--- config.mk ---
export PLATFORM = sky130hd
export DESIGN_NAME = odl_core
export DESIGN_NICKNAME = d
export VERILOG_FILES = /design/src/odl_pkg.sv /design/src/odl_fifo_if.sv /design/src/odl_fifo.sv /design/src/odl_core.sv
export SDC_FILE = /design/constraint.sdc
export NUM_CORES = 1
export LEC_CHECK = 0
export BUFFER_PORTS_ARGS = -buffer_cell sky130_fd_sc_hd__buf_2
export CAP_MARGIN = 20
export CORE_MARGIN = 2
export CORE_UTILIZATION = 66
export CTS_BUF_LIST = sky130_fd_sc_hd__clkbuf_8
export CTS_CLUSTER_DIAMETER = 60
export DETAILED_ROUTE_END_ITERATION = 8
export GPL_TIMING_DRIVEN = 0
export MAX_ROUTING_LAYER = met4
export PLACE_DENSITY = 0.88
export SETUP_SLACK_MARGIN = 0.15
export SLEW_MARGIN = 20
export SYNTH_ARGS = -nofsm -noshare
export SYNTH_HDL_FRONTEND = slang
export SYNTH_SLANG_ARGS = --single-unit
--- constraint.sdc ---
create_clock -name I_CLK -period 6.7 [get_ports I_CLK]
set_input_delay 1.005 -clock I_CLK [delete_from_list [all_inputs] [get_ports I_CLK]]
set_output_delay 1.005 -clock I_CLK [all_outputs]
set_load 0.005 [all_outputs]
--- src/odl_pkg.sv ---
/*
 * odl_pkg: constants and types of the octal dac serial load logic.
 * assumes: included first; shared by the core, the checker, the host and the testbench.
 */
package odl_pkg;
  localparam int WORD_W = 16;
  localparam int CNT_W = 5;
  localparam int N_DAC = 8;
  localparam int CODE_W = 12;
  localparam int FIFO_DEPTH = 4;
  localparam logic [CNT_W-1:0] BITS_PER_FRAME = 5'h10;
  // command word fields: [15] control flag, [14:12] channel, [11:0] code
  localparam int CTRL_BIT = 15;
  localparam int ADDR_HI = 14;
  localparam int ADDR_LO = 12;
  localparam int CODE_HI = 11;
  // control word fields: [1] buffer enable, [0] supply select, [2] reference group
  localparam int GAIN_BUF_BIT = 1;
  localparam int SUPPLY_BIT = 0;
  localparam int GROUP_BIT = 2;
  // link timing
  localparam int CLK_PERIOD_PS = 5000;
  localparam int SCLK_MIN_PERIOD_PS = 33000;
  localparam int SCLK_MIN_CYCLES = (SCLK_MIN_PERIOD_PS + CLK_PERIOD_PS - 1) / CLK_PERIOD_PS;
  typedef enum logic [1:0] {ODL_REF_UNBUF, ODL_REF_BUF, ODL_REF_SUPPLY} odl_ref_t;
endpackage

--- src/odl_fifo_if.sv ---
/*
 * odl_fifo_if: carrier between the serial core and the word fifo.
 * assumes: both ends share one clock.
 */
interface odl_fifo_if #(parameter int W = 16);
  logic in_valid;
  logic in_ready;
  logic [W-1:0] in_data;
  logic out_valid;
  logic out_ready;
  logic [W-1:0] out_data;
  modport fifo (input in_valid, in_data, out_ready, output in_ready, out_valid, out_data);
  modport core (output in_valid, in_data, out_ready, input in_ready, out_valid, out_data);
endinterface

--- src/odl_fifo.sv ---
/*
 * odl_fifo: small word fifo with valid/ready on both sides.
 * assumes: synchronous active low reset, one clock.
 */
module odl_fifo #(
  parameter int W = 16,
  parameter int DEPTH = 4
) (
  input wire logic i_clk,
  input wire logic i_rst_n,
  odl_fifo_if.fifo f
);
  localparam int AW = $clog2(DEPTH);
  logic [W-1:0] mem [DEPTH];
  logic [AW-1:0] wr_ptr;
  logic [AW-1:0] rd_ptr;
  logic [AW:0] count;
  logic push;
  logic pop;

  assign f.in_ready = (count != (AW+1)'(DEPTH));
  assign f.out_valid = (count != '0);
  assign f.out_data = mem[rd_ptr];
  assign push = f.in_valid && f.in_ready;
  assign pop = f.out_valid && f.out_ready;

  always_ff @(posedge i_clk) begin
    if (push) begin
      mem[wr_ptr] <= f.in_data;
    end
  end

  always_ff @(posedge i_clk) begin
    if (!i_rst_n) begin
      wr_ptr <= '0;
      rd_ptr <= '0;
      count <= '0;
    end else begin
      if (push) begin
        wr_ptr <= (wr_ptr == AW'(DEPTH - 1)) ? '0 : wr_ptr + 1'b1;
      end
      if (pop) begin
        rd_ptr <= (rd_ptr == AW'(DEPTH - 1)) ? '0 : rd_ptr + 1'b1;
      end
      count <= count + (AW+1)'(push) - (AW+1)'(pop);
    end
  end
endmodule // odl_fifo

--- src/odl_core.sv ---
/*
 * odl_core: serial write logic of an octal dac; frame sync, serial clock and data
 * are sampled by I_CLK, words pass a fifo and land in input and dac registers or in the reference selects.
 * assumes: I_CLK much faster than the serial clock; link pins asynchronous.
 */
module odl_core
  import odl_pkg::*;
#(
  parameter int N = odl_pkg::N_DAC
) (
  input wire logic I_CLK,
  input wire logic I_RST_N,
  input wire logic I_SYNC_N,
  input wire logic I_SCLK,
  input wire logic I_DIN,
  input wire logic I_LOAD_UPDATE_N,
  output logic O_BUF_PWR_ON,
  output logic [odl_pkg::CODE_W*odl_pkg::N_DAC-1:0] O_DAC_CODE,
  output logic [odl_pkg::N_DAC-1:0] O_PENDING,
  output odl_pkg::odl_ref_t O_REF_SEL_ABCD,
  output odl_pkg::odl_ref_t O_REF_SEL_EFGH,
  output logic O_LINK_STALL
);
  import odl_pkg::*;

  // ************************************************************
  // pin synchronisers
  // ************************************************************
  logic [2:0] sync_s;
  logic [2:0] sclk_s;
  logic [2:0] din_s;
  logic [2:0] ld_s;
  logic sync_lvl;
  logic sclk_lvl;
  logic ld_lvl;

  always_ff @(posedge I_CLK) begin
    if (!I_RST_N) begin
      sync_s <= 3'h7;
      sclk_s <= 3'h7;
      din_s <= 3'h0;
      ld_s <= 3'h7;
    end else begin
      sync_s <= {sync_s[1:0], I_SYNC_N};
      sclk_s <= {sclk_s[1:0], I_SCLK};
      din_s <= {din_s[1:0], I_DIN};
      ld_s <= {ld_s[1:0], I_LOAD_UPDATE_N};
    end
  end

  // a level counts once stages two and three agree
  always_ff @(posedge I_CLK) begin
    if (!I_RST_N) begin
      sync_lvl <= 1'b1;
      sclk_lvl <= 1'b1;
      ld_lvl <= 1'b1;
    end else begin
      if (sync_s[1] == sync_s[2]) begin
        sync_lvl <= sync_s[2];
      end
      if (sclk_s[1] == sclk_s[2]) begin
        sclk_lvl <= sclk_s[2];
      end
      if (ld_s[1] == ld_s[2]) begin
        ld_lvl <= ld_s[2];
      end
    end
  end

  logic sync_fall;
  logic sync_rise;
  logic sclk_fall;
  assign sync_fall = sync_lvl && (sync_s[1] == sync_s[2]) && !sync_s[2];
  assign sync_rise = !sync_lvl && (sync_s[1] == sync_s[2]) && sync_s[2];
  assign sclk_fall = sclk_lvl && (sclk_s[1] == sclk_s[2]) && !sclk_s[2];

  // ************************************************************
  // frame state and shift register
  // ************************************************************
  typedef enum logic [1:0] {ST_IDLE, ST_SHIFT, ST_DONE} odl_state_t;
  odl_state_t state;
  logic buf_pwr;
  logic [WORD_W-1:0] shreg;
  logic [CNT_W-1:0] bit_cnt;
  logic commit;
  odl_fifo_if #(.W(WORD_W)) fif ();

  assign commit = (state == ST_SHIFT) && sclk_fall && (bit_cnt == BITS_PER_FRAME - 1'b1);

  always_ff @(posedge I_CLK) begin
    if (!I_RST_N) begin
      state <= ST_IDLE;
    end else begin
      unique case (state)
        ST_IDLE: begin
          if (sync_fall) begin
            state <= ST_SHIFT;
          end
        end
        ST_SHIFT: begin
          if (sync_rise) begin
            state <= ST_IDLE;
          end else if (commit) begin
            state <= ST_DONE;
          end
        end
        ST_DONE: begin
          if (sync_rise) begin
            state <= ST_IDLE;
          end
        end
        default: begin
          state <= ST_IDLE;
        end
      endcase
    end
  end

  always_ff @(posedge I_CLK) begin
    if (!I_RST_N) begin
      shreg <= '0;
      bit_cnt <= '0;
    end else if (state != ST_SHIFT || sync_rise) begin
      bit_cnt <= '0;
    end else if (sclk_fall) begin
      shreg <= {shreg[WORD_W-2:0], din_s[2]};
      bit_cnt <= bit_cnt + 1'b1;
    end
  end

  // buffers on from frame start until the sixteenth edge or an abort
  always_ff @(posedge I_CLK) begin
    if (!I_RST_N) begin
      buf_pwr <= 1'b0;
    end else if (state == ST_IDLE && sync_fall) begin
      buf_pwr <= 1'b1;
    end else if (state == ST_SHIFT && (sync_rise || commit)) begin
      buf_pwr <= 1'b0;
    end
  end

  assign O_BUF_PWR_ON = buf_pwr;
  assign O_LINK_STALL = !fif.in_ready;

  // ************************************************************
  // word fifo
  // ************************************************************
  assign fif.in_valid = commit;
  assign fif.in_data = {shreg[WORD_W-2:0], din_s[2]};
  assign fif.out_ready = 1'b1;

  odl_fifo #(.W(WORD_W), .DEPTH(FIFO_DEPTH)) u_fifo (
    .i_clk(I_CLK),
    .i_rst_n(I_RST_N),
    .f(fif.fifo)
  );

  // ************************************************************
  // input, dac and control registers
  // ************************************************************
  logic [CODE_W-1:0] in_reg [N];
  logic [CODE_W-1:0] dac_reg [N];
  logic [N-1:0] pending;
  logic [2:0] wr_ch;
  logic wr_code;
  logic wr_ctrl;
  logic [WORD_W-1:0] word;

  assign word = fif.out_data;
  assign wr_ch = word[ADDR_HI:ADDR_LO];
  assign wr_code = fif.out_valid && !word[CTRL_BIT];
  assign wr_ctrl = fif.out_valid && word[CTRL_BIT];

  always_ff @(posedge I_CLK) begin
    if (!I_RST_N) begin
      pending <= '0;
      for (int i = 0; i < N; i++) begin
        in_reg[i] <= '0;
        dac_reg[i] <= '0;
      end
    end else begin
      for (int i = 0; i < N; i++) begin
        if (wr_code && wr_ch == 3'(i)) begin
          in_reg[i] <= word[CODE_HI:0];
        end
        if (!ld_lvl && pending[i]) begin
          dac_reg[i] <= in_reg[i];
        end
      end
      // a new write in the update cycle stays pending
      pending <= (pending & ~({N{!ld_lvl}})) |
                 (wr_code ? (N'(1) << wr_ch) : '0);
    end
  end

  always_ff @(posedge I_CLK) begin
    if (!I_RST_N) begin
      O_REF_SEL_ABCD <= ODL_REF_UNBUF;
      O_REF_SEL_EFGH <= ODL_REF_UNBUF;
    end else if (wr_ctrl) begin
      if (!word[GROUP_BIT]) begin
        O_REF_SEL_ABCD <= word[SUPPLY_BIT] ? ODL_REF_SUPPLY :
                          word[GAIN_BUF_BIT] ? ODL_REF_BUF : ODL_REF_UNBUF;
      end else begin
        O_REF_SEL_EFGH <= word[SUPPLY_BIT] ? ODL_REF_SUPPLY :
                          word[GAIN_BUF_BIT] ? ODL_REF_BUF : ODL_REF_UNBUF;
      end
    end
  end

  always_comb begin
    for (int i = 0; i < N; i++) begin
      O_DAC_CODE[i*CODE_W +: CODE_W] = dac_reg[i];
    end
  end
  assign O_PENDING = pending;
endmodule // odl_core

Word-level counts from Yosys, hierarchy flattened. Memories as Yosys holds them, arrays and structs flattened. A register that Yosys moved wholly into a read port is not among the register bits. Index checks and enable logic that the tools add are counted.

Flip-flop bits (word level): 57. Latch bits: 0. RAM bits: 256. Memory bits (read-only): 0. Input bits: 6. Output and inout port bits: 110. Logic and storage cells: 195. Memories: 3.

$add $sub $neg: 5. $mul: 0. Divide/modulo/power cells: 0. $lt $le $gt $ge: 0. Equal/unequal tests: 20. Shift-type cells: 1. Mux-type cells: 81. Bitwise logic cells: 22. Reductions and logical operators: 46.

Memories: dac_reg (depth 8, bits a word 12, read ports 8, clocked after memory_dff 0, write ports 8, RTL line odl_core.sv:162) `logic [CODE_W-1:0] dac_reg [N];`; in_reg (depth 8, bits a word 12, read ports 8, clocked after memory_dff 0, write ports 8, RTL line odl_core.sv:161) `logic [CODE_W-1:0] in_reg [N];`; u_fifo.mem (depth 4, bits a word 16, read ports 1, clocked after memory_dff 1, write ports 1, RTL line odl_fifo.sv:14) `logic [W-1:0] mem [DEPTH];`.

Operator list (count): $mux 12 (16); $mux 1 (54); $logic_and 1x1->1 (29); $mux 2 (9); $or 1x1->1 (16); $eq 3x3->1 const B (4); $and 8x8->8 (1); $mux 8 (1); $not 8->8 (1); $or 8x8->8 (1); $shl 1x3->8 const A (1); $eq 2x2->1 const B (3); $eq 3x2->1 const B (2); $logic_not 1->1 (6); $ne 3x3->1 const B (2); $pmux 2 s3 (1); $reduce_and 2->1 (3); $add 5x1->5 const B (1); $eq 5x4->1 const B (1); $add 2x1->2 const B (2); $ne 2x2->1 const B (2); $add 3x1->3 (1); $eq 1x1->1 (3); $eq 3x1->1 const B (1); 11 further kinds (14).

Logic depth before layout (Yosys ltp). Gate-level depths: netlist of run 1.

Depth after elaboration: 9. Depth in mapped cells: 11. Gate-level depth less buffers: 10.

By module. From an unflattened synthesis of run 1, not the netlist that was laid out.

Cells, all modules: 757. Area total of the unflattened synthesis: 11589.9 sq um.

By module, submodules not included: odl_core (instances 1, cells an instance 621, area each 8795.9 sq um, sequential area each 6766.5 sq um); odl_fifo (instances 1, cells an instance 136, area each 2793.9 sq um, sequential area each 2102.0 sq um).

Worst setup path after synthesis of run 1. Ideal clock, no wire load.

Kind: reg2reg. Start point: reg (tool-made name). End point: mem in_reg[1][0] (netlist: in_reg[0][12]), enable pin. Setup time: 0.398 ns. Arrival: 2.196 ns. Data required time: 6.302 ns. Path slack: 4.107 ns. Stages on the path, launching flop included: 5. Path buffers: 1. Clock period less this slack: 2.593 ns. Path through: dfxtp_1 buf_6 mux4_2 nand2b_1 o21ai_0.

RTL lines (RTL line): to (decl) (odl_core.sv:161).

==> flow_metrics.tcl, run 1 <==
set metrics [dict create \
    grt_overflow 0 \
    nets 1000 \
    hold_viol 0 \
    clock-skew-final_ns 0.02989 \
    synth_most_common_cell "edfxtp_1" \
    critPathMaxStageDelay_ns 0.62 \
    hold_path.class "register to register" \
    synthArstFlopShare 0 \
    drv_slew 0 \
    wire_per_inst_um 20.84 \
    die_y_um 139.6 \
    synth_top_area_share 0.6334 \
    setup_tns_ns 0 \
    finish.utilization 0.7732 \
    dp_hpwl_um 16740 \
    seq_area_frac_synth 0.7307 \
    drc 0 \
    fmax_ghz 0.3365 \
    core-area_um2 18020 \
    floorplan.initialDensity 0.6733 \
    crit_path_end_kind "register" \
    slew_headroom 0.2738 \
    nFillCells 971 \
    synth.area.top_cells "edfxtp_1, dfxtp_1, and3_1" \
    max-cap-violations 0 \
    hold_slack_ns 0.4129 \
    area_growth_pct 14.83 \
    dieArea_um2 19490 \
    clk_latency_ns 0.57 \
    required_ns 7.01 \
    leakage_nw 5.537 \
    reg2reg_depth 11 \
    grt_pass1_vias 7389 \
    path_class "input port to register" \
    setup_viol 0 \
    tightest_slew_ns 1.082 \
    yosys_warnings 0 \
    crit_path_frequent_cell "clkbuf_1" \
    grt_start_max_net_pins 17 \
    hold_depth 1 \
    period_minus_slack_ns 2.972 \
    synthCells 813 \
    p_per_area_nw_per_um2 338.0 \
    timing.final.crit_share 0.4436 \
    yosysUniqueCellTypes 53 \
    avgSynthCellArea_um2 14.93 \
    vdd_drop_max_mv 0.2099 \
    syn_nets 829 \
    postCtsSetupBuffers 0 \
    ys.flop_type "edfxtp_1" \
    status "finished clean" \
    route.vias.total 7375 \
    die_w_um 139.6 \
    ant_nets 0 \
    worstPathCellList "clkbuf_1, clkbuf_1, buf_1, o21ai_1, buf_4" \
    ys_ff_latch 315 \
    clockRootBuffer "clkbuf_8" \
    cts.path.max_buffers 3 \
    hold_buffers 0 \
    crit_arrival_ns 3.28 \
    cts_made_buffers 47 \
    yosys-top-cells-count "edfxtp_1, and3_1, and2_1" \
    crit_path_top_delay_cell "clkbuf_1" \
    row_count 49 \
    drt_iter0_drc 622 \
    post_cts_resized 0 \
    dr.pass1.iters 5 \
    antenna_cells 0 \
    io_buffers 114 \
    cts_sinks 315 \
    critPathLaunchType "input port" \
    vias_per_cell 5.900 \
    yosysTopAreaCell "edfxtp_1" \
    syn_area_um2 12140 \
    gp_congestion 0.8327 \
    clkTransAtPathRegs_ns 0.06 \
    rsz0062_at_grt "no" \
    cp.buffers_inverters 4 \
    antenna_found_initial 0 \
    htree_levels 2 \
    cts_tree "done" \
    crit_family "buffers and inverters" \
    grt_pass1_wl_um 39610 \
    finalWirelength_um 26050 \
    io_pins 116 \
    power_mw 4.711 \
    worst-path-max-fanout 10 \
    track_usage 0.2756 \
    crit_cells 5 \
    synth_edf_count 256 \
    drive_gt1_frac 0.2635 \
]
==> worst register-to-register path, cell delays in order (launching register included) <==
cell     delay [ns]
dfxtp_1        0.37
nor3_1         0.60
inv_1          0.15
buf_2          0.24
ha_1           0.29
inv_1          0.06
ha_1           0.12
inv_1          0.05
fa_1           0.37
xnor2_1        0.22
xnor2_1        0.09
and2_1         0.15
==> path summary, 6_finish.rpt <==
kind | slack (ns) | startpoint | endpoint
worst max register to register | 3.88 | u_fifo.count[1]$_SDFF_PN0_ | u_fifo.count[2]$_SDFF_PN0_
worst min register to register | 0.41 | sync_s[0]$_SDFF_PN1_ | sync_s[1]$_SDFF_PN1_
worst max-delay path | 3.73 | I_RST_N | dac_reg[1][41]$_SDFFCE_PN0P_
worst min-delay path | 0.41 | sync_s[0]$_SDFF_PN1_ | sync_s[1]$_SDFF_PN1_
==> placed cells by master, fill, tap and decap left out, types with 12 or more instances in the layout <==
cell type / synthesis / layout
inv_1: 20 / 48
buf_2: 12 / 126
and3_1: 62 / 62
edfxtp_1: 256 / 256
o21ai_1: 4 / 12
nor2_2: 30 / 30
buf_4: 4 / 12
nand2b_1: 15 / 15
nand2_1: 52 / 52
mux4_2: 13 / 13
dfxtp_1: 59 / 59
clkbuf_8: 0 / 49
nor2_1: 51 / 51
clkbuf_1: 25 / 25
a21boi_0: 13 / 13
and2_1: 60 / 60
==> cell families after synthesis <==
logic type | after synthesis | synth area share
buffers and inverters | 66 | 0.02608
flip-flops | 315 | 0.7307
XOR/XNOR | 5 | 0.003609
multiplexers | 22 | 0.03557
adder cells (fa/ha/maj) | 10 | 0.01093
AND/OR/NAND/NOR | 330 | 0.1549
AO/OA/AOI/OAI | 65 | 0.03814
==> per-layer routing <==
metal  wire length (um)  vias to the layer above  track usage
met3               2182                       74      0.05231
met1               9802                     3620       0.3372
li1                   -                     3270            -
met4                979                        0       0.1121
met2              13090                      411       0.4587
met5                  0                        -            -
==> cell type report <==
cell class	count	area, um^2	share of cell area
Multi-Input combinational cell	432	2963	0.2126
Buffer	46	241.5	0.01733
Clock buffer	49	674.4	0.04839
Timing Repair Buffer	122	630.6	0.04525
Inverter	20	75.07	0.005387
Clock inverter	37	196.4	0.01410
Tap cell	229	286.5	0.02056
Sequential cell	315	8869	0.6364
==> report_power, final <==
group          switching, mW  internal, mW  total [mW]
Combinational          0.568         0.308       0.876
Sequential            0.0723          2.30        2.37
Clock                  0.708         0.753        1.46
==> through the flow <==
| stage | setup WS [ns] | cells | cell area [um^2] |
|---|---|---|---|
| floorplan | 4.107 | 813 | 12140 |
| global placement | 2.990 | 1156 | 12990 |
| detailed placement | 3.318 | 1163 | 13050 |
| CTS | 3.805 | 1249 | 13920 |
| global route | 3.666 | 1250 | 13940 |
| finish | 3.728 | 1250 | 13940 |
Power figures use the tool's default switching activity.
==> inputs of run 2 (changes only) <==
--- a/config.mk
+++ b/config.mk
@@ -8,13 +8,13 @@
 export BUFFER_PORTS_ARGS = -buffer_cell sky130_fd_sc_hd__buf_2
 export CAP_MARGIN = 20
 export CORE_MARGIN = 2
-export CORE_UTILIZATION = 66
+export CORE_UTILIZATION = 55
 export CTS_BUF_LIST = sky130_fd_sc_hd__clkbuf_8
 export CTS_CLUSTER_DIAMETER = 60
 export DETAILED_ROUTE_END_ITERATION = 8
 export GPL_TIMING_DRIVEN = 0
 export MAX_ROUTING_LAYER = met4
-export PLACE_DENSITY = 0.88
+export PLACE_DENSITY = 0.78
 export SETUP_SLACK_MARGIN = 0.15
 export SLEW_MARGIN = 20
 export SYNTH_ARGS = -nofsm -noshare
==> constraint.sdc (replaced) <==
create_clock -name I_CLK -period 2.5 [get_ports I_CLK]
set_input_delay 0.375 -clock I_CLK [delete_from_list [all_inputs] [get_ports I_CLK]]
set_output_delay 0.375 -clock I_CLK [all_outputs]
set_load 0.005 [all_outputs]
==> flow_metrics.tcl, run 2 (synthesis results as in run 1) <==
set metrics [dict create \
    status "finished clean" \
    drv_slew 0 \
    final_common_cell "edfxtp_1" \
    wire_per_inst_um 18.04 \
    cts_sinks 315 \
    route.vias.total 7046 \
    drc 0 \
    die_y_um 152.6 \
    place_inst 1216 \
    rsz0062_at_grt "yes" \
    row_count 54 \
    grt_start_max_net_pins 17 \
    finalWorstSetupSlack_ns 0.1666 \
    grt_pass1_vias 6809 \
    tightest_slew_ns 0.7397 \
    dpl_worst_slack_ns -0.4017 \
    clockRootBuffer "clkbuf_8" \
    crit_family "adder cells" \
    gp_congestion 0.8321 \
    clock-skew-final_ns 0.02909 \
    path_class "register to register" \
    clk_latency_ns 0.56 \
    dr.pass1.iters 5 \
    critPathMaxStageDelay_ns 0.37 \
    crit_path_frequent_cell "inv_1" \
    crit_path_top_delay_cell "dfxtp_1" \
    track_usage 0.2089 \
    core-area_um2 21760 \
    die_w_um 152.6 \
    critPathLaunchType "register" \
    drt_iter0_drc 471 \
    hold_viol 0 \
    nFillCells 1537 \
    vdd_drop_max_mv 0.3695 \
    finish.utilization 0.6514 \
    antenna_cells 0 \
    layout_common_cells "edfxtp_1, buf_2, and3_1" \
    p_per_area_nw_per_um2 888.0 \
    crit_arrival_ns 2.79 \
    dieArea_um2 23270 \
    nets 1008 \
    htree_levels 2 \
    antenna_found_initial 0 \
    crit_path_end_kind "register" \
    required_ns 2.95 \
    clkTransAtPathRegs_ns 0.06 \
    power_mw 12.58 \
    ant_nets 0 \
    timing.final.crit_share 0.9334 \
    final_area_um2 14170 \
    leakage_nw 5.623 \
    cts.path.max_buffers 3 \
    floorplan.initialDensity 0.5579 \
    worst-path-max-fanout 10 \
    dp_hpwl_um 16260 \
    cts_made_buffers 48 \
    area_growth_pct 16.77 \
    hold_slack_ns 0.04235 \
    io_pins 116 \
    final_cells 1311 \
    max-cap-violations 0 \
    setup_tns_ns 0 \
    vias_per_cell 5.375 \
    drive_gt1_frac 0.2881 \
    worstPathCellList "nor3_4, inv_1, buf_2, ha_1, inv_1, ha_1, inv_1, fa_2, xnor2_2, xnor2_1, and2_1" \
    cp.buffers_inverters 4 \
    finalWirelength_um 23640 \
    io_buffers 114 \
    setup_viol 0 \
    grt_overflow 0 \
    period_minus_slack_ns 2.333 \
    fmax_ghz 0.4286 \
    dpl-instance-area_um2 13140 \
    slew_headroom 0.5069 \
    cts_tree "done" \
    hold_path.class "input port to register" \
    grt_pass1_wl_um 36720 \
]
run 2: cell count changes in the layout (fill, tap and decap cells not counted), sizes merged:
cell / previous run / this run
bufinv: 2 / 0
clkinvlp: 1 / 0
dlygate4sd3: 0 / 3
clkbuf: 74 / 80
clkinv: 6 / 4
buf: 143 / 146
inv: 48 / 51
run 2: layout make-up:
cell class              count  area [um^2]  area share
well taps                 280        350.3     0.02472
multi-input cells         432         3049      0.2151
inverters                  20        75.07    0.005297
repair buffers            129        690.7     0.04873
clock inverters            35        142.6     0.01006
clock buffers              54        743.2     0.05244
plain buffers              46        250.2     0.01766
flip-flops and latches    315         8871      0.6259
run 2: final timing paths:
check                                           startpoint  slack [ns]                          to  depth (start not counted)
worst max-delay path            u_fifo.count[2]$_SDFF_PN0_        0.17  u_fifo.count[2]$_SDFF_PN0_                         11
worst min-delay path                                 I_DIN        0.04         din_s[0]$_SDFF_PN0_                          2
worst max register to register  u_fifo.count[2]$_SDFF_PN0_        0.17  u_fifo.count[2]$_SDFF_PN0_                         11
worst min register to register        sclk_s[0]$_SDFF_PN1_        0.40        sclk_s[1]$_SDFF_PN1_                          1
run 2: worst register-to-register path, stage by stage, from the launching register on:
cell,delay [ns]
dfxtp_1,0.37
nor3_4,0.24
inv_1,0.11
buf_2,0.21
ha_1,0.28
inv_1,0.05
ha_1,0.12
inv_1,0.05
fa_2,0.35
xnor2_2,0.15
xnor2_1,0.14
and2_1,0.16
run 2: repair_timing:
item	4_1_cts	5_1_grt
setup endpoints to repair	120	103
buffers inserted	1	1
hold buffers	3	0
hold endpoints to repair	3	0
pin swaps	1	2
resized for setup	12	15
run 2: metal layers:
metal | routed length (um) | part of all wire | vias to the layer above | track usage
met1 | 9481 | 0.40 | 3428 | 0.2650
li1 | - | - | 3299 | -
met5 | 0 | 0 | - | -
met4 | 605 | 0.026 | 0 | 0.07540
met2 | 11810 | 0.50 | 268 | 0.3451
met3 | 1749 | 0.074 | 51 | 0.03356
run 2: power by group:
part           internal [mW]  total (mW)  switching [mW]
logic                  0.874        2.39            1.52
clock network           1.98        3.85            1.87
registers               6.17        6.35           0.182
total                   9.02        12.6            3.57
